--- config.mk ---
export PLATFORM = sky130hd
export DESIGN_NAME = isp_flash_ctrl
export DESIGN_NICKNAME = d
export VERILOG_FILES = /design/src/inc/isp_pkg.sv /design/src/hdl/isp_flash_ctrl.sv /design/src/hdl/isp_unlock.sv
export SDC_FILE = /design/constraint.sdc
export NUM_CORES = 1
export LEC_CHECK = 0
export ABC_AREA = 1
export ABC_CLOCK_PERIOD_IN_PS = 2080
export BUFFER_PORTS_ARGS = -buffer_cell sky130_fd_sc_hd__buf_2
export CORE_MARGIN = 2
export CORE_UTILIZATION = 38
export DETAILED_ROUTE_END_ITERATION = 8
export SETUP_SLACK_MARGIN = 0.05
export SYNTH_ARGS = -nofsm -noshare
export SYNTH_HDL_FRONTEND = slang
export SYNTH_SLANG_ARGS = --single-unit
--- constraint.sdc ---
create_clock -name pclk -period 2.08 [get_ports pclk]
set_clock_uncertainty 0.1 [all_clocks]
set_input_delay 0.208 -clock pclk [delete_from_list [all_inputs] [get_ports pclk]]
set_output_delay 0.208 -clock pclk [all_outputs]
set_load 0.01 [all_outputs]
--- src/inc/isp_pkg.sv ---
/*
 * Shared constants for the in-system flash programming controller:
 * register indices, field positions, unlock keys, operation codes and
 * the sequencer state type.
 * Assumes a 32-bit APB bus where byte address = 4 * register index.
 */
package isp_pkg;

	// ----------------------------------------------------------------
	// Register indices (byte address is four times the index)
	// ----------------------------------------------------------------
	localparam logic [7:0] IDX_CTRL = 8'hBF;
	localparam logic [7:0] IDX_UNLOCK = 8'hC0;
	localparam logic [7:0] IDX_ADDR_LO = 8'hC4;
	localparam logic [7:0] IDX_ADDR_HI = 8'hC5;
	localparam logic [7:0] IDX_DATA = 8'hC6;
	localparam logic [7:0] IDX_CMD = 8'hC7;

	// ----------------------------------------------------------------
	// Unlock keys
	// ----------------------------------------------------------------
	localparam logic [7:0] UNLOCK_KEY1 = 8'h87;
	localparam logic [7:0] UNLOCK_KEY2 = 8'h59;

	// ----------------------------------------------------------------
	// Programming control register fields
	// ----------------------------------------------------------------
	localparam int CTRL_PROG_BIT = 0;
	localparam int CTRL_BOOT_BIT = 1;
	localparam int CTRL_AUX_BIT = 4;
	localparam int CTRL_LDR_BIT = 5;
	localparam int CTRL_SWR_BIT = 7;
	localparam logic [7:0] CTRL_WMASK = 8'h93;
	localparam logic [7:0] CTRL_ONES = 8'h08;
	localparam logic [7:0] CTRL_SWR_ALL = 8'h83;
	localparam logic [7:0] CTRL_RST = 8'h00;

	// ----------------------------------------------------------------
	// Flash command register fields
	// ----------------------------------------------------------------
	localparam int CMD_BANK_BIT = 6;
	localparam int CMD_OE_BIT = 5;
	localparam int CMD_CE_BIT = 4;
	localparam logic [7:0] CMD_WMASK = 8'h7F;
	localparam logic [7:0] CMD_RST = 8'h00;
	localparam logic [7:0] BYTE_RST = 8'h00;
	localparam logic [3:0] OP_READ = 4'h0;
	localparam logic [3:0] OP_PROG = 4'h1;
	localparam logic [3:0] OP_ERASE = 4'h2;

	// ----------------------------------------------------------------
	// Bank sizes as address widths
	// ----------------------------------------------------------------
	localparam int MAIN_ADDR_W = 16;
	localparam int LOAD_ADDR_W = 12;

	// Operation sequencer states
	typedef enum logic [1:0] {ISP_RUN, ISP_BUSY, ISP_HOLD} isp_state_t;

endpackage : isp_pkg

--- src/hdl/isp_flash_ctrl.sv ---
/*
 * In-system flash programming controller: APB register file, control
 * register unlock, idle-time flash operation sequencer, bank switch on
 * wake-up and software reset request.
 * Assumes cpu_idle and the flash array handshake run on pclk.
 */
// Implementation choice: the APB register port.
`timescale 1ns/1ps
module isp_flash_ctrl
	import isp_pkg::*;
#(
	parameter int ADDR_W = 12,
	parameter int LD_ADDR_W = isp_pkg::LOAD_ADDR_W
)
(
	// Clock and reset
	input logic pclk,
	input logic presetn,
	// APB slave
	input logic psel,
	input logic penable,
	input logic pwrite,
	input logic [ADDR_W-1:0] paddr,
	input logic [31:0] pwdata,
	output logic [31:0] prdata,
	output logic pready,
	output logic pslverr,
	// CPU side
	input logic cpu_idle,
	output logic fetch_loader,
	output logic pc_clear,
	output logic cpu_reset_req,
	// Flash array
	output logic fl_req,
	output logic fl_bank,
	output logic fl_oe,
	output logic fl_ce,
	output logic [3:0] fl_op,
	output logic [isp_pkg::MAIN_ADDR_W-1:0] fl_addr,
	output logic [7:0] fl_wdata,
	input logic [7:0] fl_rdata,
	input logic fl_done
);

	// ----------------------------------------------------------------
	// Parameter checks
	// ----------------------------------------------------------------
	if (ADDR_W < 10 || LD_ADDR_W < 1 || LD_ADDR_W > MAIN_ADDR_W)
	begin : g_bad_param
		$error("isp_flash_ctrl: unsupported address widths");
	end

	localparam logic [MAIN_ADDR_W-1:0] LD_MASK =
		MAIN_ADDR_W'((32'd1 << LD_ADDR_W) - 32'd1);

	// ----------------------------------------------------------------
	// Functions
	// ----------------------------------------------------------------
	function automatic logic hit(input logic [ADDR_W-1:0] a,
		input logic [7:0] idx);
		return a == ADDR_W'({idx, 2'b00});
	endfunction : hit

	// Only the three documented combinations start the array
	function automatic logic cmd_ok(input logic [7:0] c);
		logic ce_n;
		logic oe;
		ce_n = c[CMD_CE_BIT];
		oe = c[CMD_OE_BIT];
		return !ce_n && ((c[3:0] == OP_READ && !oe) ||
			(c[3:0] == OP_PROG && oe) ||
			(c[3:0] == OP_ERASE && oe));
	endfunction : cmd_ok

	// ----------------------------------------------------------------
	// Registers
	// ----------------------------------------------------------------
	logic [31:0] prdata_r;
	logic pready_r;
	logic pslverr_r;
	logic [7:0] ctrl_r;
	logic [7:0] cmd_r;
	logic [7:0] addr_hi_r;
	logic [7:0] addr_lo_r;
	logic [7:0] data_r;
	logic loader_r;
	logic pc_clear_r;
	logic swreset_r;
	logic idle_q_r;
	logic fl_req_r;
	logic fl_bank_r;
	logic fl_oe_r;
	logic fl_ce_r;
	logic [3:0] fl_op_r;
	logic [MAIN_ADDR_W-1:0] fl_addr_r;
	logic [7:0] fl_wdata_r;
	isp_state_t state_r;
	isp_state_t state_nxt;
	logic ctrl_wr_en;

	// ----------------------------------------------------------------
	// Bus decode
	// ----------------------------------------------------------------
	// Writes land in the access cycle, when pready is already high
	wire setup = psel & ~penable;
	wire wr = psel & penable & pready_r & pwrite;
	wire sel_ctrl = hit(paddr, IDX_CTRL);
	wire sel_unlock = hit(paddr, IDX_UNLOCK);
	wire sel_lo = hit(paddr, IDX_ADDR_LO);
	wire sel_hi = hit(paddr, IDX_ADDR_HI);
	wire sel_data = hit(paddr, IDX_DATA);
	wire sel_cmd = hit(paddr, IDX_CMD);
	wire mapped = sel_ctrl | sel_unlock | sel_lo | sel_hi | sel_data | sel_cmd;
	wire wr_ctrl = wr & sel_ctrl & ctrl_wr_en;
	wire [7:0] ctrl_view = (ctrl_r & CTRL_WMASK) | CTRL_ONES |
		(8'(loader_r) << CTRL_LDR_BIT);
	// Unlock register reads back zero so keys cannot be snooped
	wire [7:0] rd_byte = sel_ctrl ? ctrl_view :
		sel_lo ? addr_lo_r :
		sel_hi ? addr_hi_r :
		sel_data ? data_r :
		sel_cmd ? cmd_r : 8'h00;

	// ----------------------------------------------------------------
	// Sequencer decode
	// ----------------------------------------------------------------
	wire idle_rise = cpu_idle & ~idle_q_r;
	wire idle_fall = ~cpu_idle & idle_q_r;
	wire prog_en = ctrl_r[CTRL_PROG_BIT];
	wire swr_all = (ctrl_r & CTRL_SWR_ALL) == CTRL_SWR_ALL;
	wire start_op = (state_r == ISP_RUN) & idle_rise & prog_en &
		cmd_ok(cmd_r);
	wire op_end = (state_r == ISP_BUSY) & fl_done;
	wire [MAIN_ADDR_W-1:0] tgt_addr = {addr_hi_r, addr_lo_r};
	wire ld_bank = cmd_r[CMD_BANK_BIT];

	// ----------------------------------------------------------------
	// Key gate
	// ----------------------------------------------------------------
	isp_unlock u_unlock (
		.pclk(pclk),
		.presetn(presetn),
		.key_wr(wr & sel_unlock),
		.key_data(pwdata[7:0]),
		.ctrl_wr_en(ctrl_wr_en)
	);

	// ----------------------------------------------------------------
	// APB answer
	// ----------------------------------------------------------------
	// Answer registered in setup so every output comes from a flop
	always_ff @(posedge pclk or negedge presetn)
	begin
		if (!presetn)
		begin
			prdata_r <= 32'h0000_0000;
			pready_r <= 1'b0;
			pslverr_r <= 1'b0;
		end
		else
		begin
			prdata_r <= setup ? {24'h00_0000, rd_byte} : prdata_r;
			pready_r <= setup;
			pslverr_r <= setup & ~mapped;
		end
	end

	// ----------------------------------------------------------------
	// Software registers
	// ----------------------------------------------------------------
	// A finished read wins over a same-cycle data write
	always_ff @(posedge pclk or negedge presetn)
	begin
		if (!presetn)
		begin
			cmd_r <= CMD_RST;
			addr_hi_r <= BYTE_RST;
			addr_lo_r <= BYTE_RST;
			data_r <= BYTE_RST;
		end
		else
		begin
			if (wr & sel_cmd)
				cmd_r <= pwdata[7:0] & CMD_WMASK;
			if (wr & sel_hi)
				addr_hi_r <= pwdata[7:0];
			if (wr & sel_lo)
				addr_lo_r <= pwdata[7:0];
			if (op_end && fl_op_r == OP_READ)
				data_r <= fl_rdata;
			else if (wr & sel_data)
				data_r <= pwdata[7:0];
		end
	end

	// ----------------------------------------------------------------
	// Control register and bank state
	// ----------------------------------------------------------------
	// Reset and bank switch wait for wake-up, so the CPU has left idle
	always_ff @(posedge pclk or negedge presetn)
	begin
		if (!presetn)
		begin
			ctrl_r <= CTRL_RST;
			loader_r <= 1'b0;
			pc_clear_r <= 1'b0;
			swreset_r <= 1'b0;
			idle_q_r <= 1'b0;
		end
		else
		begin
			idle_q_r <= cpu_idle;
			pc_clear_r <= 1'b0;
			swreset_r <= 1'b0;
			if (idle_fall && swr_all)
			begin
				swreset_r <= 1'b1;
				loader_r <= 1'b0;
				ctrl_r <= CTRL_RST;
			end
			else
			begin
				if (idle_fall && prog_en && !loader_r)
				begin
					loader_r <= 1'b1;
					pc_clear_r <= 1'b1;
				end
				if (wr_ctrl)
					ctrl_r <= pwdata[7:0] & CTRL_WMASK;
			end
		end
	end

	// ----------------------------------------------------------------
	// Operation sequencer
	// ----------------------------------------------------------------
	always_comb
	begin
		state_nxt = state_r;
		case (state_r)
			ISP_RUN:
				if (start_op)
					state_nxt = ISP_BUSY;
			ISP_BUSY:
				if (fl_done)
					state_nxt = cpu_idle ? ISP_HOLD : ISP_RUN;
			ISP_HOLD:
				if (!cpu_idle)
					state_nxt = ISP_RUN;
			default:
				state_nxt = ISP_RUN;
		endcase
	end

	// Array signals held from start to done; later writes cannot disturb
	always_ff @(posedge pclk or negedge presetn)
	begin
		if (!presetn)
		begin
			state_r <= ISP_RUN;
			fl_req_r <= 1'b0;
			fl_bank_r <= 1'b0;
			fl_oe_r <= 1'b0;
			fl_ce_r <= 1'b1;
			fl_op_r <= OP_READ;
			fl_addr_r <= '0;
			fl_wdata_r <= BYTE_RST;
		end
		else
		begin
			state_r <= state_nxt;
			if (start_op)
			begin
				fl_req_r <= 1'b1;
				fl_bank_r <= ld_bank;
				fl_oe_r <= cmd_r[CMD_OE_BIT];
				fl_ce_r <= cmd_r[CMD_CE_BIT];
				fl_op_r <= cmd_r[3:0];
				fl_addr_r <= ld_bank ? (tgt_addr & LD_MASK) :
					tgt_addr;
				fl_wdata_r <= data_r;
			end
			else if (op_end)
			begin
				fl_req_r <= 1'b0;
				fl_ce_r <= 1'b1;
			end
		end
	end

	// ----------------------------------------------------------------
	// Outputs
	// ----------------------------------------------------------------
	assign prdata = prdata_r;
	assign pready = pready_r;
	assign pslverr = pslverr_r;
	assign fetch_loader = loader_r;
	assign pc_clear = pc_clear_r;
	assign cpu_reset_req = swreset_r;
	assign fl_req = fl_req_r;
	assign fl_bank = fl_bank_r;
	assign fl_oe = fl_oe_r;
	assign fl_ce = fl_ce_r;
	assign fl_op = fl_op_r;
	assign fl_addr = fl_addr_r;
	assign fl_wdata = fl_wdata_r;
endmodule : isp_flash_ctrl

--- src/hdl/isp_unlock.sv ---
/*
 * Write-permission gate for the programming control register.
 * Assumes key_wr is a one-cycle pulse per accepted bus write.
 */
`timescale 1ns/1ps
module isp_unlock
	import isp_pkg::*;
(
	// Clock and reset
	input logic pclk,
	input logic presetn,
	// Key writes
	input logic key_wr,
	input logic [7:0] key_data,
	// Permission
	output logic ctrl_wr_en
);

	logic armed_r;
	logic en_r;

	// ----------------------------------------------------------------
	// Key sequence
	// ----------------------------------------------------------------
	// The second key only counts right after the first one
	always_ff @(posedge pclk or negedge presetn)
	begin
		if (!presetn)
		begin
			armed_r <= 1'b0;
			en_r <= 1'b0;
		end
		else if (key_wr)
		begin
			armed_r <= (key_data == UNLOCK_KEY1);
			if (key_data == UNLOCK_KEY2 && armed_r)
				en_r <= 1'b1;
			else if (key_data != UNLOCK_KEY1 && key_data != UNLOCK_KEY2)
				en_r <= 1'b0;
		end
	end

	assign ctrl_wr_en = en_r;
endmodule : isp_unlock

# After elaboration in Yosys (flattened, before gate mapping)
# Cells that the tools add are included.
[totals]
in_bits = 59
wordCells = 119
output_inout_bits = 69
ff_bits = 89
[classes]
bitwise = 28
muxes = 26
n_eq_ne = 18
n_reduce_logical = 25
[ops]
columns = ["operator", "n"]
rows = [
  ["$eq 12x10->1 const B", 6],
  ["$mux 8", 8],
  ["$and 1x1->1", 18],
  ["$mux 16", 1],
  ["$mux 1", 11],
  ["$logic_and 1x1->1", 10],
  ["$reduce_bool 2->1", 5],
  ["$eq 8x7->1 const B", 1],
  ["$eq 8x8->1 const B", 1],
  ["$logic_not 4->1", 2],
  ["$mux 2", 4],
  ["$ne 8x7->1 const B", 1],
  ["$ne 8x8->1 const B", 1],
  ["$or 8x6->8", 1],
  ["$mux 7", 1],
  ["$ne 2x2->1 const B", 3],
  ["$pmux 2 s3", 1],
  ["$or 1x1->1", 5],
  ["$eq 4x1->1 const B", 1],
  ["$eq 4x2->1 const B", 1],
  ["$not 1->1", 4],
  ["$eq 3x3->1 const B", 1],
  ["$logic_not 1->1", 3],
  ["$reduce_and 3->1", 1],
  ["other kinds (5)", 6],
]

# Logic depth before layout (Yosys ltp)
# Gate-level depths: netlist (run 1).
[logic_depth]
depth_word = 8
ltp_mapped = 11
depth_no_buf = 10

# Cells and area by module
# Synthesis (run 1) repeated with hierarchy kept, for this count alone.
[unflattened]
hier_cells = 515
area_unflattened_um2 = 4206.5
[by_module_without_submodules]
columns = ["mod", "seq_area_each_um2", "area_each_um2", "n_inst", "cells_per_inst"]
rows = [
  ["isp_flash_ctrl", 2078.2, 4065.1, 1, 491],
  ["isp_unlock", 50.0, 141.4, 1, 24],
]

# Worst setup path after synthesis (run 1)
# OpenSTA, ideal clock, no wires.
[synth_timing]
kind = "register to register"
startpoint = "reg fl_op_r[1], in the netlist fl_op[1]"
endpoint = "reg data_r[0]"
setup_time_ps = 126
stages_incl_launch_ff = 8
required_time_ps = 1854
path_slack_ps = 616
arrival_ps = 1238
synth_period_minus_slack_ps = 1464
path_buffers = 1
cell_sequence = "dfrtp_1 > nor2_1 > nand3_1 > nor2_2 > buf_2 > o21ai_0 > nand2_1 > o21ai_0"
[synth_via]
elab_chain_cells = 3
word_cells_on_any_way = 4
cone_classes = "1 x mux; 3 x reduce/logical"
[synth_lines]
columns = ["item", "line", "rtl"]
rows = [
  ["start, declared", "isp_flash_ctrl.sv:94", "logic [3:0] fl_op_r;"],
  ["start signal, assigned", "isp_flash_ctrl.sv:278", "fl_op_r <= cmd_r[3:0];"],
  ["$logic_not 4->1 *", "isp_flash_ctrl.sv:189", "if (op_end && fl_op_r == OP_READ)"],
  ["$logic_and 1x1->1 *", "isp_flash_ctrl.sv:189", ""],
  ["$mux 8 / $reduce_bool 2->1 (equally long branches)", "--", ""],
  ["end signal, assigned", "isp_flash_ctrl.sv:190", "data_r <= fl_rdata;"],
  ["end signal, assigned", "isp_flash_ctrl.sv:192", "data_r <= pwdata[7:0];"],
  ["end, declared", "isp_flash_ctrl.sv:85", "logic [7:0] data_r;"],
]
# Mark *: on every way between the ends. The rest lies on a longest branch, timed or not.
# A chain may end at the register's enable or synchronous reset.

# Final worst setup path (run 1)
[layout_timing]
startpoint = "in cpu_idle"
endpoint = "reg ctrl_r[1]"
[layout_via]
elab_chain_cells = 4
word_cells_on_any_way = 5
cone_classes = "1 x mux; 2 x bitwise; 2 x reduce/logical"
[layout_lines]
columns = ["item", "line", "rtl"]
rows = [
  ["start, declared", "isp_flash_ctrl.sv:29", "input logic cpu_idle,"],
  ["$not 1->1 *", "isp_flash_ctrl.sv:128", "wire idle_fall = ~cpu_idle & idle_q_r;"],
  ["$and 1x1->1 *", "isp_flash_ctrl.sv:128", ""],
  ["$logic_and 1x1->1 *", "isp_flash_ctrl.sv:215", "if (idle_fall && swr_all)"],
  ["$mux 8 / $reduce_bool 2->1 (equally long branches)", "--", ""],
  ["end signal, assigned", "isp_flash_ctrl.sv:229", "ctrl_r <= pwdata[7:0] & CTRL_WMASK;"],
  ["end, declared", "isp_flash_ctrl.sv:81", "logic [7:0] ctrl_r;"],
]
# Marked as above.

==> impl_summary.md, run 1 <==
Run status
The flow ran to the end, and the final reports show no timing, DRC or antenna violations.

Yosys
In the synthesized netlist the async set-or-reset flop fraction comes to between 90% and 100%. The number of enable flip-flop cells after synthesis is 0. The most frequent cell after synthesis is nand2_1. The commonest cells after synthesis are 134 x nand2_1, 84 x dfrtp_1, 47 x inv_1. The cell taking the most area after synthesis is dfrtp_1. The count of synthesis-stage warnings from yosys is 0. The fraction of the yosys area taken by sequential cells is around half. The dominant synthesized flop cell is dfrtp_1. By area the synthesized netlist is led by dfrtp_1 50%, nand2_1 12%, o21ai_0 5.0%. Synthesis produced a netlist whose cell count is around 500.

After synthesis, the largest area contributor takes up about half of total cell area. After synthesis the cells add up to ~0.0042 sq mm. The synthesis-stage register bit count is 85. Dividing the synthesized area by the synthesized cell count gives about 8.5 sq um. The netlist uses 35 different library cells.

Detailed routing
The first-pass iteration count of the detailed router is 5. The residual antenna-violating net count after detailed routing is 0. The routed layout has 3452 vias. Dividing the detail-routed via count by the number of cells gives ~4.8.

The remaining design rule violation count is 0. The final layout contains routed wiring with a total length of just over 10 mm. The detailed-route wire length per cell is between 10 and 15 um. After the first detailed-routing iteration, the DRC count stood at between 150 and 200.

Worst setup path
The dominant delay contributor by cell family on the critical path is simple AND/OR/NAND/NOR gates. The highest cell delay on the worst timing path is roughly 0.53 ns. The worst setup path is launched from a primary input. The worst register-to-register path has a setup slack of around 0.34 ns. STA puts the critical path data arrival time at 1.96 ns. The critical path endpoint category is a flop. Traced cell by cell, the critical path runs through dlygate4sd3_1 -> buf_2 -> nor3_1 -> nand3_1 -> nand3_1 -> o21ai_0. The startpoint of the most critical register-to-register path is ctrl_r[0]. The cell that appears most often on the critical path is nand3_1. The slowest library cell on the worst path is dlygate4sd3_1. The endpoint identified for the worst register-to-register timing path is ctrl_r[1].

The critical path start-end classification is primary input to flop. The worst register-to-register path has a depth of 5. For the worst setup path, the data required time is 2.21 ns. Together, buffers and inverters on the worst path number 2.

The highest fanout seen on the critical path is 6.

CTS
The TritonCTS buffer count is 9. The quantity of gates resized following cts is 0. Clock tree synthesis selected as its root buffer the cell clkbuf_8.

The clock edge transition at the registers on the reported setup and hold paths is approximately 0.09 ns. The worst-skew pair later-pin latency is 0.35 ns. The maximum root-to-sink buffer count is 2. The clock tree from TritonCTS is done. The TritonCTS sink count is 85. After clock tree synthesis, the setup repair step added 0 buffers.

The maximum level of the CTS H-tree is 3.

Final layout
Relative to the synthesized area, the layout overhead comes to 16.13%. In the final design database the tool counted 639 nets. The diode insertion count for antenna repair is 0.

The proportion of layout cells with a drive suffix above 1 is approximately 25%. Leaving out filler cells and counting taps, the final layout contains ~730. The layout has 1078 filler cells.

GRT
The via count of the first global-routing pass came to between 3000 and 4000. In the global route stage, overall resource usage came out at roughly 18%. Global routing finished with a remaining overflow of 0. The first global-routing pass estimated 16.38 mm of wire. The maximum number of pins on one net before global-route repair is 38.

The number of antenna violations at the first check in global routing was 0.

STA
The clock period minus final worst setup slack is between 1.5 and 2 ns. Of the available clock period, the critical path in the final layout requires between 80 and 90%. Timing would allow up to ~0.55 GHz. The count of endpoints failing hold in the final timing report is 0. The final number of max-transition violations was 0.

Setup repair after global routing left no endpoint under its margin. The final worst slack is 0.2513 ns. The setup TNS is 0 ns. At the pin with the least slew margin, the transition time is approximately 0.57 ns. The worst-case headroom to the max-slew limit is about 62%. Setup violations remaining at the end of the flow were counted as 0.

Worst hold path
The endpoint of the worst hold-timing path is pready. The type of the tightest min-delay check is primary input to flop. The number of cells on the worst hold path is 2. The startpoint of the most critical hold path is penable.

Place
After legalization and detailed placement, the total HPWL measured 7.826 mm. The last weighted congestion value of the routability-driven placer is 0.8733. The total instance count after detailed placement is around 700. Port buffering added a little under 80 buffers.

The placement-stage worst setup slack is between 0.3 and 0.4 ns.

Floorplan
The die is ~110 um wide. The height of the chip is between 100 and 150 um. The area enclosed by the die boundary is roughly 0.012 sq mm. The number of placement rows is 38.

The starting utilization of the core area is about two fifths. The region available for standard cell placement spans between 0.01 and 0.015 sq mm. The number of top-level design ports is 128.

Power
Power comes to 3703 uW. IR analysis of the VDD net gives a maximum drop of approximately 0.00031 V. For this design the ratio of total power to cell area is roughly 760 mW/mm^2. For this design the static power due to leakage is around 0.0025 uW.

Run
The count of max-cap constraint violations is 0.
[layout make-up]
class	instances	area (sq um)	share of cell area, %
clock buffer	10	137.6	2.824
clock inverter	6	70.07	1.438
inverter	52	201.4	4.134
multi-input combinational	346	1690	34.69
sequential	85	2128	43.67
tap	140	175.2	3.594
timing repair buffer	86	470.5	9.653
[through the flow]
| stage | utilization, % | instance area, sq um | hold WS (ns) |
|---|---|---|---|
| floorplan | - | 4283 | -0.1876 |
| global placement | 42.95 | 4636 | 0.08562 |
| detailed placement | 42.95 | 4636 | 0.09607 |
| CTS | 45.15 | 4873 | 0.03845 |
| global route | 45.15 | 4873 | 0.06047 |
| finish | 45.15 | 4873 | 0.05641 |
[worst max-delay path by stage]
stage / from / to / slack [ns] / cells past startpoint
2_1_floorplan: fl_op[1] / data_r[0] / 0.62 / 7
3_3_place_gp: paddr[1] / prdata[4] / 0.42 / 8
3_5_place_dp: ctrl_r[0] / ctrl_r[1] / 0.38 / 5
4_1_cts: cpu_idle / ctrl_r[1] / 0.27 / 6
5_1_grt: state_r[1] / data_r[0] / 0.16 / 7
6_report: cpu_idle / ctrl_r[1] / 0.25 / 6
[logic make-up (layout without fill, tap and decap cells)]
| logic type | count (synthesis) | in the layout | share of synthesized area [%] |
|---|---|---|---|
| simple gates | 243 | 243 | 26.45 |
| buf+inv | 88 | 154 | 11.06 |
| flops | 85 | 85 | 50.72 |
| compound gates | 79 | 79 | 11.69 |
| other cells | 1 | 24 | 0.08936 |
[worst reg2reg max path, delay by kind of cell (launching register included)]
| family | cells | cell delay [ns] |
|---|---|---|
| DFF | 1 | 0.36 |
| and+or+nand+nor | 3 | 0.96 |
| buffers and inverters | 1 | 0.08 |
| AOI/OAI and AO/OA | 1 | 0.10 |
[metal layers]
layer  routed length [um]  up-vias  global-route usage [%]
met5                    0        -                       0
met3                  542       16                   3.347
met1                 4861     1616                   24.58
met2                 4619      101                   28.79
met4                  187        0                   6.593
li1                     -     1719                       -
[what timing repair did]
action,in CTS,in global routing
endpoints found under the hold margin,32,0
hold buffers,3,0
setup endpoints to repair,0,0
[where the power goes]
part	internal (uW)	total [uW]	switching, uW	leakage, uW
clock	594	1210	618	0.0000951
combinational	200	562	362	0.00130
sequential	1830	1930	103	0.00113
[state kept, by name, summed over array words and instances (netlist names), 7 cells and up]
signal and flops:
prdata 8, addr_lo_r 8, cmd_r 7, data_r 8, fl_wdata 8, addr_hi_r 8
fl_addr 16
[cells in the final DEF, fill, tap and decap left out, drive strengths merged]
cell type,n
a21boi,1
buf,83
nand3b,2
o21ai,65
nand4,5
clkinvlp,3
inv,51
o2111ai,2
nor4,5
bufinv,1
clkinv,3
nand2,145
nor3,6
o22ai,2
nor2,47
o31ai,2
nand3,33
clkbuf,10
dlygate4sd3,3
dfstp,1
conb,24
o211ai,1
dfrtp,84
a21oi,6
No activity file was read; power rests on OpenSTA's default activity.
==> run 2, diff against run 1 <==
Settings changed: ABC_AREA 1 to default, SKIP_CTS_REPAIR_TIMING from default to 1.
==> run 2 against run 1 <==
First-iteration DRC count shrank 16%. Largest power group unchanged. Power shrank 19%. Count of clock-buffer cells in the layout is the same. Clock power shrank 11%. Sequential cell count is the same. Utilization grew 1.4 points. Hold slack gained 0.00076 ns. Via count shrank 21%. Non-clock buffer count grew 12. Routed wire length shrank 11%. Cell area shrank 1.7%. Critical path type is now flop to flop. Maximum frequency shrank 6.7%.
==> impl_summary.md, run 2 <==
CTS
TritonCTS built the clock tree. The buffer type at the clock tree root is clkbuf_8. The TritonCTS buffer count is 9 (unchanged). The clock edge transition at the registers on the reported setup and hold paths is 0.10 ns (about the same). The maximum level of the CTS H-tree is 3 (unchanged). The maximum root-to-sink buffer count came to 2 (unchanged).

The worst-skew pair later-pin latency was 0.36 ns (about the same). The TritonCTS sink count is 85 (unchanged).

Worst setup path
The startpoint of the most critical register-to-register path is cmd_r[3]. The critical path endpoint category is a flop. Tracing the worst setup path back leads to its startpoint at cmd_r[3]. The highest fanout seen on the critical path was 12 (+6). The terminus of the critical flop-to-flop path is fl_wdata[0]. The worst setup path is of the flop to flop kind.

The type of element launching the critical path is a flop. The arrival time at the worst endpoint is 2.11 ns (+0.15 ns). The reg-to-reg setup timing slack is 0.12 ns (-0.22 ns). The number of cell instances on the worst register-to-register path is 5 (unchanged). The critical path data required time is 2.23 ns (+0.02 ns).

Detailed routing
The residual antenna-violating net count after detailed routing is 0 (unchanged). The first-pass iteration count of the detailed router came to 4 (-1). The count of vias placed by the detailed router is 2716 (-21%).

The overall routed net length is 9.056 mm (-11%). The iteration-0 DRC count of the detailed router is 128 (-16%). The via density per instance is 4.956 (+4.1%). The detailed-route wire length per cell came to 16.53 um (+17%). The remaining design rule violation count came to 0 (unchanged).

STA
The transition time at the pin with the least slew margin is 0.7455 ns (+0.1782 ns). The count of endpoints failing setup in the final report is 0 (unchanged). Setup repair after global routing left no endpoint under its margin. The count of endpoints failing hold in the final timing report is 0 (unchanged). The worst-case headroom to the max-slew limit is 50.13% (-12 points). The final cycle utilization of the critical path is 94.24% (+6.3 points). The final number of max-transition violations is 0 (unchanged). The clock period minus final worst setup slack is 1.960 ns (+0.1314 ns). The setup TNS is 0 ns (unchanged). The maximum operating frequency is 0.5102 GHz (-6.7%). The worst hold margin is 0.05717 ns (+0.0007623 ns).

Floorplan
The floorplan core area is 0.01028 sq mm (-4.8%). The number of top-level design ports came to 128 (unchanged). The area enclosed by the die boundary is 0.01134 sq mm (-4.7%). The number of placement rows is 37 (-2.6%).

The starting utilization of the core area is 38.82% (-0.058 points). The height of the chip is 106.5 um (-2.4%). The die outline width came to 106.5 um (-2.4%).

Worst hold path
The endpoint of the worst hold-timing path is cmd_r[6]. The number of cells on the worst hold path is 2 (unchanged). The worst hold path begins at pwdata[6]. The type of the tightest min-delay check is primary input to flop.

Yosys
The count of synthesis-stage warnings from yosys is 0 (unchanged). The simple-gate share of the synthesized area is 10.54% (-16 points). By area, the combinational part of the netlist is dominated by multiplexers. The number of library cell types mapped by synthesis was 45 (+29%).

The multiplexer area fraction after synthesis came to 22.99% (+23 points). The fraction of registers with async set/reset was 100.0% (unchanged). By count the netlist is led by 84 x dfrtp_1, 63 x mux2_2, 28 x buf_4. The most used flip-flop cell after synthesis is dfrtp_1. The area share of xor/xnor cells in the synthesized design is 0.2195% (+0.22 points). By area the synthesized netlist is led by dfrtp_1 53%, mux2_2 18%, buf_4 5.3%.

Of all cell types, the one taking the most synthesized area is dfrtp_1. The arithmetic-cell share of the synthesized area counting full adders, half adders and majority gates is 0% (unchanged). The synthesized area per cell is 12.87 sq um (+52%). The fraction of the yosys area taken by sequential cells is 53.34% (+2.6 points).

The cell area after technology mapping is 0.003990 sq mm (-4.9%). The share of the synthesized area in the top cell type is 52.68% (+2.6 points). The number of enable flip-flop cells after synthesis is 0 (unchanged). The number of instances in the synthesized netlist is 310 (-38%).

The compound-cell area share of the yosys netlist came to 5.833% (-5.9 points). The synthesis-stage register bit count is 85 (unchanged). The most common cell in the synthesized netlist is dfrtp_1.

Final layout
The area added between synthesis and finish is 20.01%. The library cell used most frequently in the layout, excluding fill and tap cells, is dfrtp_1. The number of flip-flops under the largest register name is 16 (unchanged). The diode insertion count for antenna repair was 0 (unchanged). The library cells used most frequently in the layout, excluding fill and tap cells, are 84 x dfrtp_1, 78 x buf_2, 63 x mux2_2. The count of fill cells added during filler insertion is 976 (-9.5%). The post-layout net count came to 466 (-27%).

The proportion of layout cells with a drive suffix above 1 was 45.39% (+20 points). The share of the core filled with cells in the final layout came to 46.59% (+1.4 points).

GRT
The via count of the first global-routing pass is 2690 (-20%). The met2 usage is 25.55% (-3.2 points). The highest-utilization routing layer at the global route stage is met2. The sum of overflow across all layers after global routing is 0 (unchanged).

The maximum number of pins on one net before global-route repair is 55 (+45%). The total track usage is 16.70% (-1.4 points). The global-route track usage on met3 is 2.882% (-0.47 points). The number of antenna violations at the first check in global routing is 0 (unchanged). The met1 layer usage reported by global route was 23.51% (-1.1 points). The global-route wire length before repair is 14.38 mm (-12%).

Run status
The run finished with clean final reports.

Power
The ratio of total power to cell area is 623.8 mW/mm^2 (-18%). The standby leakage power is 0.002472 uW (-2.4%). The worst vdd rail ir drop is 0.0002870 V (-8.3%).

Place
The last weighted congestion value of the routability-driven placer is 0.7867 (-9.9%). The HPWL after detailed placement is 6.574 mm (-16%). The quantity of I/O buffers inserted on ports came to 79 (unchanged).

Run
The count of max-cap constraint violations came to 0 (unchanged).
[run 2: changes by cell type after synthesis, moves of 6 or more]
cell,change
o21ai_2,-17
nand2_1,-114
mux4_2,+7
o21ai_0,-33
and3_1,+6
nor2b_1,+6
nand2_2,-8
mux2_2,+63
nor2_1,-31
inv_1,-37
nand3_1,-26
[run 2: cell type report]
cell class	instances	area, sq um	share of cell area (%)
Sequential cell	85	2128	44.45
Multi-Input combinational cell	203	1674	34.96
Timing Repair Buffer	98	601.8	12.57
Tap cell	136	170.2	3.554
Clock buffer	10	127.6	2.665
Clock inverter	6	48.80	1.019
Inverter	10	37.54	0.7839
[run 2: stage by stage]
| step | power (uW) | cell area (sq um) | setup WS, ns | instances |
|---|---|---|---|---|
| final | 2987 | 4788 | 0.1199 | 548 |
| after global routing | 3097 | 4788 | 0.05031 | 548 |
| after CTS | 3019 | 4750 | 0.05581 | 545 |
| after detailed placement | 1939 | 4573 | 0.007780 | 529 |
| after global placement | 1934 | 4573 | 0.03675 | 529 |
| after floorplan | 1849 | 4076 | 0.1977 | 333 |
[run 2: where the power goes]
group | internal [uW] | switching (uW) | leakage (uW)
Combinational | 87.8 | 128 | 0.00123
Clock | 442 | 637 | 0.0000791
Sequential | 1680 | 16.1 | 0.00116
[run 2: worst max-delay path by stage]
stage	endpoint
after floorplan	fl_addr[0]
after global placement	data_r[5]
after detailed placement	data_r[3]
after CTS	fl_wdata[0]
after global routing	fl_wdata[0]
final	fl_wdata[0]
[run 2: logic make-up after synthesis]
family                 Yosys count
other                            1
XOR/XNOR                         1
buffers and inverters           45
AND/OR/NAND/NOR                 71
flip-flops                      85
AO/OA/AOI/OAI                   32
multiplexers                    75
[run 2: critical path: stages (launching register included)]
cell and delay [ns]:
dfrtp_1 0.45, nor4b_1 0.32, nand4_1 0.25, nor2_4 0.19, buf_6 0.18, mux2_2 0.34
[run 2: routing by layer]
metal | routed length (um) | share of wire (%) | up-vias
met5 | 0 | 0 | -
met2 | 4121 | 46 | 112
li1 | - | - | 1273
met3 | 580 | 6.4 | 13
met1 | 4195 | 46 | 1318
met4 | 158 | 1.7 | 0
==> run 3, diff against run 2 <==
Settings changed: CTS_CLUSTER_SIZE from default to 20, HOLD_SLACK_MARGIN from default to 0.12.
==> run 3 against run 2 <==
Critical path depth unchanged. Combinational power up 8%. Setup slack better by 0.00083 ns. Routed wire length up 1.4%. Die area unchanged. Non-clock buffer count up 12. Count of clock-buffer cells in the layout unchanged. Utilization up 1.2 points. Hold slack better by 0.040 ns. Critical path type unchanged. Largest cell class unchanged. Largest power group unchanged. Highest routed layer unchanged.
==> impl_summary.md, run 3 (synthesized netlist as in run 2, its figures left out) <==
Floorplan
The number of top-level design ports was 128 (unchanged). The starting utilization of the core area was 38.82% (unchanged). The floorplan core area is 0.01028 sq mm (unchanged). The area enclosed by the die boundary is 0.01134 sq mm (unchanged). The height of the chip is 106.5 um (unchanged). The number of placement rows is 37 (unchanged). The die outline width is 106.5 um (unchanged).

STA
The final worst slack is 0.1207 ns (+0.0008290 ns). Setup repair after global routing left no endpoint under its margin. The clock period minus final worst setup slack is 1.959 ns (-0.0008290 ns). The setup TNS is 0 ns (unchanged). The worst-case headroom to the max-slew limit is 50.59% (+0.47 points). The final number of max-transition violations is 0 (unchanged).

The maximum operating frequency is 0.5104 GHz (about the same). The count of endpoints failing hold in the final timing report is 0 (unchanged). The count of endpoints failing setup in the final report is 0 (unchanged). The transition time at the pin with the least slew margin is 0.7386 ns (-0.006989 ns).

The final cycle utilization of the critical path is 94.20% (about the same).

Worst setup path
The reg-to-reg setup timing slack is 0.12 ns (about the same). The critical path start-end classification is flop to flop. The type of element launching the critical path is a flop. The critical path data required time is 2.24 ns (about the same). The arrival time at the worst endpoint is 2.12 ns (about the same). The worst setup path is captured at a flop. The highest fanout seen on the critical path came to 12 (unchanged).

Detailed routing
The overall routed net length is 9.180 mm (+1.4%). The count of vias placed by the detailed router is 2773 (+2.1%). The iteration-0 DRC count of the detailed router is 136 (+6.3%). The first-pass iteration count of the detailed router was 4 (unchanged). The remaining design rule violation count is 0 (unchanged). The residual antenna-violating net count after detailed routing is 0 (unchanged). The detailed-route wire length per cell is 16.39 um (-0.80%).

The via density per instance is 4.952 (about the same).

Final layout
The proportion of layout cells with a drive suffix above 1 is 44.10% (-1.3 points). The post-layout net count is 478 (+2.6%). The library cells used most frequently in the layout, excluding fill and tap cells, are 84 x dfrtp_1, 78 x buf_2, 63 x mux2_2. The diode insertion count for antenna repair was 0 (unchanged).

The area added between synthesis and finish is 23.02%. The share of the core filled with cells in the final layout is 47.76% (+1.2 points). The most common library cell in the layout ignoring fill and taps is dfrtp_1. The number of flip-flops under the largest register name is 16 (unchanged).

CTS
The clock tree from TritonCTS is done. Clock tree synthesis selected as its root buffer the cell clkbuf_8. The clock edge transition at the registers on the reported setup and hold paths came to 0.09 ns (about the same). The TritonCTS sink count is 85 (unchanged). The TritonCTS buffer count is 9 (unchanged). The maximum root-to-sink buffer count is 2 (unchanged).

The worst-skew pair later-pin latency is 0.37 ns (about the same). The maximum level of the CTS H-tree is 3 (unchanged).

Place
The last weighted congestion value of the routability-driven placer was 0.7867 (unchanged). The placement-stage worst setup slack is 0.007780 ns (unchanged). The quantity of I/O buffers inserted on ports is 79 (unchanged). The HPWL after detailed placement is 6.574 mm (unchanged).

GRT
The via count of the first global-routing pass is 2690 (unchanged). The number of antenna violations at the first check in global routing was 0 (unchanged). The maximum number of pins on one net before global-route repair is 55 (unchanged).

The sum of overflow across all layers after global routing is 0 (unchanged). The total track usage came to 16.70% (unchanged). The global-route wire length before repair was 14.38 mm (unchanged).

Run status
The flow ran to the end, and the final reports show no timing, DRC or antenna violations.

Worst hold path
The worst hold path belongs to the class primary input to flop.

Power
The worst vdd rail ir drop is 0.0002976 V (+3.7%). The ratio of total power to cell area came to 612.2 mW/mm^2 (-1.9%). The standby leakage power is 0.002522 uW (+2.0%).

Run
The count of max-cap constraint violations came to 0 (unchanged).
-- run 3: cell types whose count changed in the layout (fill, tap and decap cells not counted), sizes merged --
cell | previous run | this run
dlygate4sd3 | 3 | 15
-- run 3: worst max-delay path, stage by stage, from the launching register on --
cell and delay [ns]:
dfrtp_1 0.46, nor4b_1 0.32, nand4_1 0.25, nor2_4 0.19
buf_6 0.18, mux2_2 0.34
-- run 3: layout make-up --
type                       count  area (sq um)
inverter                      10         37.54
clock inverter                 6         48.80
timing repair buffer         110         721.9
multi-input combinational    203          1674
tap                          136         170.2
clock buffer                  10         127.6
fill                         962          5369
sequential                    85          2128
-- run 3: path summary, 6_finish.rpt --
kind / to / depth (start not counted) / from
worst max register to register: fl_wdata[0] / 5 / cmd_r[3]
max in group asynchronous: fl_ce / 3 / presetn
min in group asynchronous: fl_wdata[3] / 2 / presetn
worst min register to register: prdata[6] / 2 / prdata[6]
worst min-delay path: data_r[5] / 3 / fl_rdata[5]
worst max-delay path: fl_wdata[0] / 5 / cmd_r[3]
-- run 3: through the flow --
| step | total power, uW | cell area, sq um | hold slack (ns) | cells |
|---|---|---|---|---|
| 4_1_cts | 3019 | 4750 | -0.3254 | 545 |
| 2_1_floorplan | 1849 | 4076 | -0.1876 | 333 |
| 5_1_grt | 3116 | 4908 | 0.1305 | 560 |
| 3_5_place_dp | 1939 | 4573 | 0.07591 | 529 |
| 6_report | 3005 | 4908 | 0.09726 | 560 |
| 3_3_place_gp | 1934 | 4573 | 0.07051 | 529 |
-- run 3: power by group --
group          total, uW  leakage (uW)  internal, uW  switching (uW)
logic                233       0.00128           102             131
clock network       1080     0.0000791           442             638
registers           1690       0.00116          1680            16.2
total               3010       0.00252          2220             785
-- run 3: routing by layer --
metal | vias up | GRT usage (%) | share of wire [%]
met5 | - | 0 | 0
met4 | 0 | 6.957 | 1.7
met3 | 11 | 2.882 | 6.0
met2 | 104 | 25.55 | 46
met1 | 1366 | 23.51 | 46
li1 | 1292 | - | -
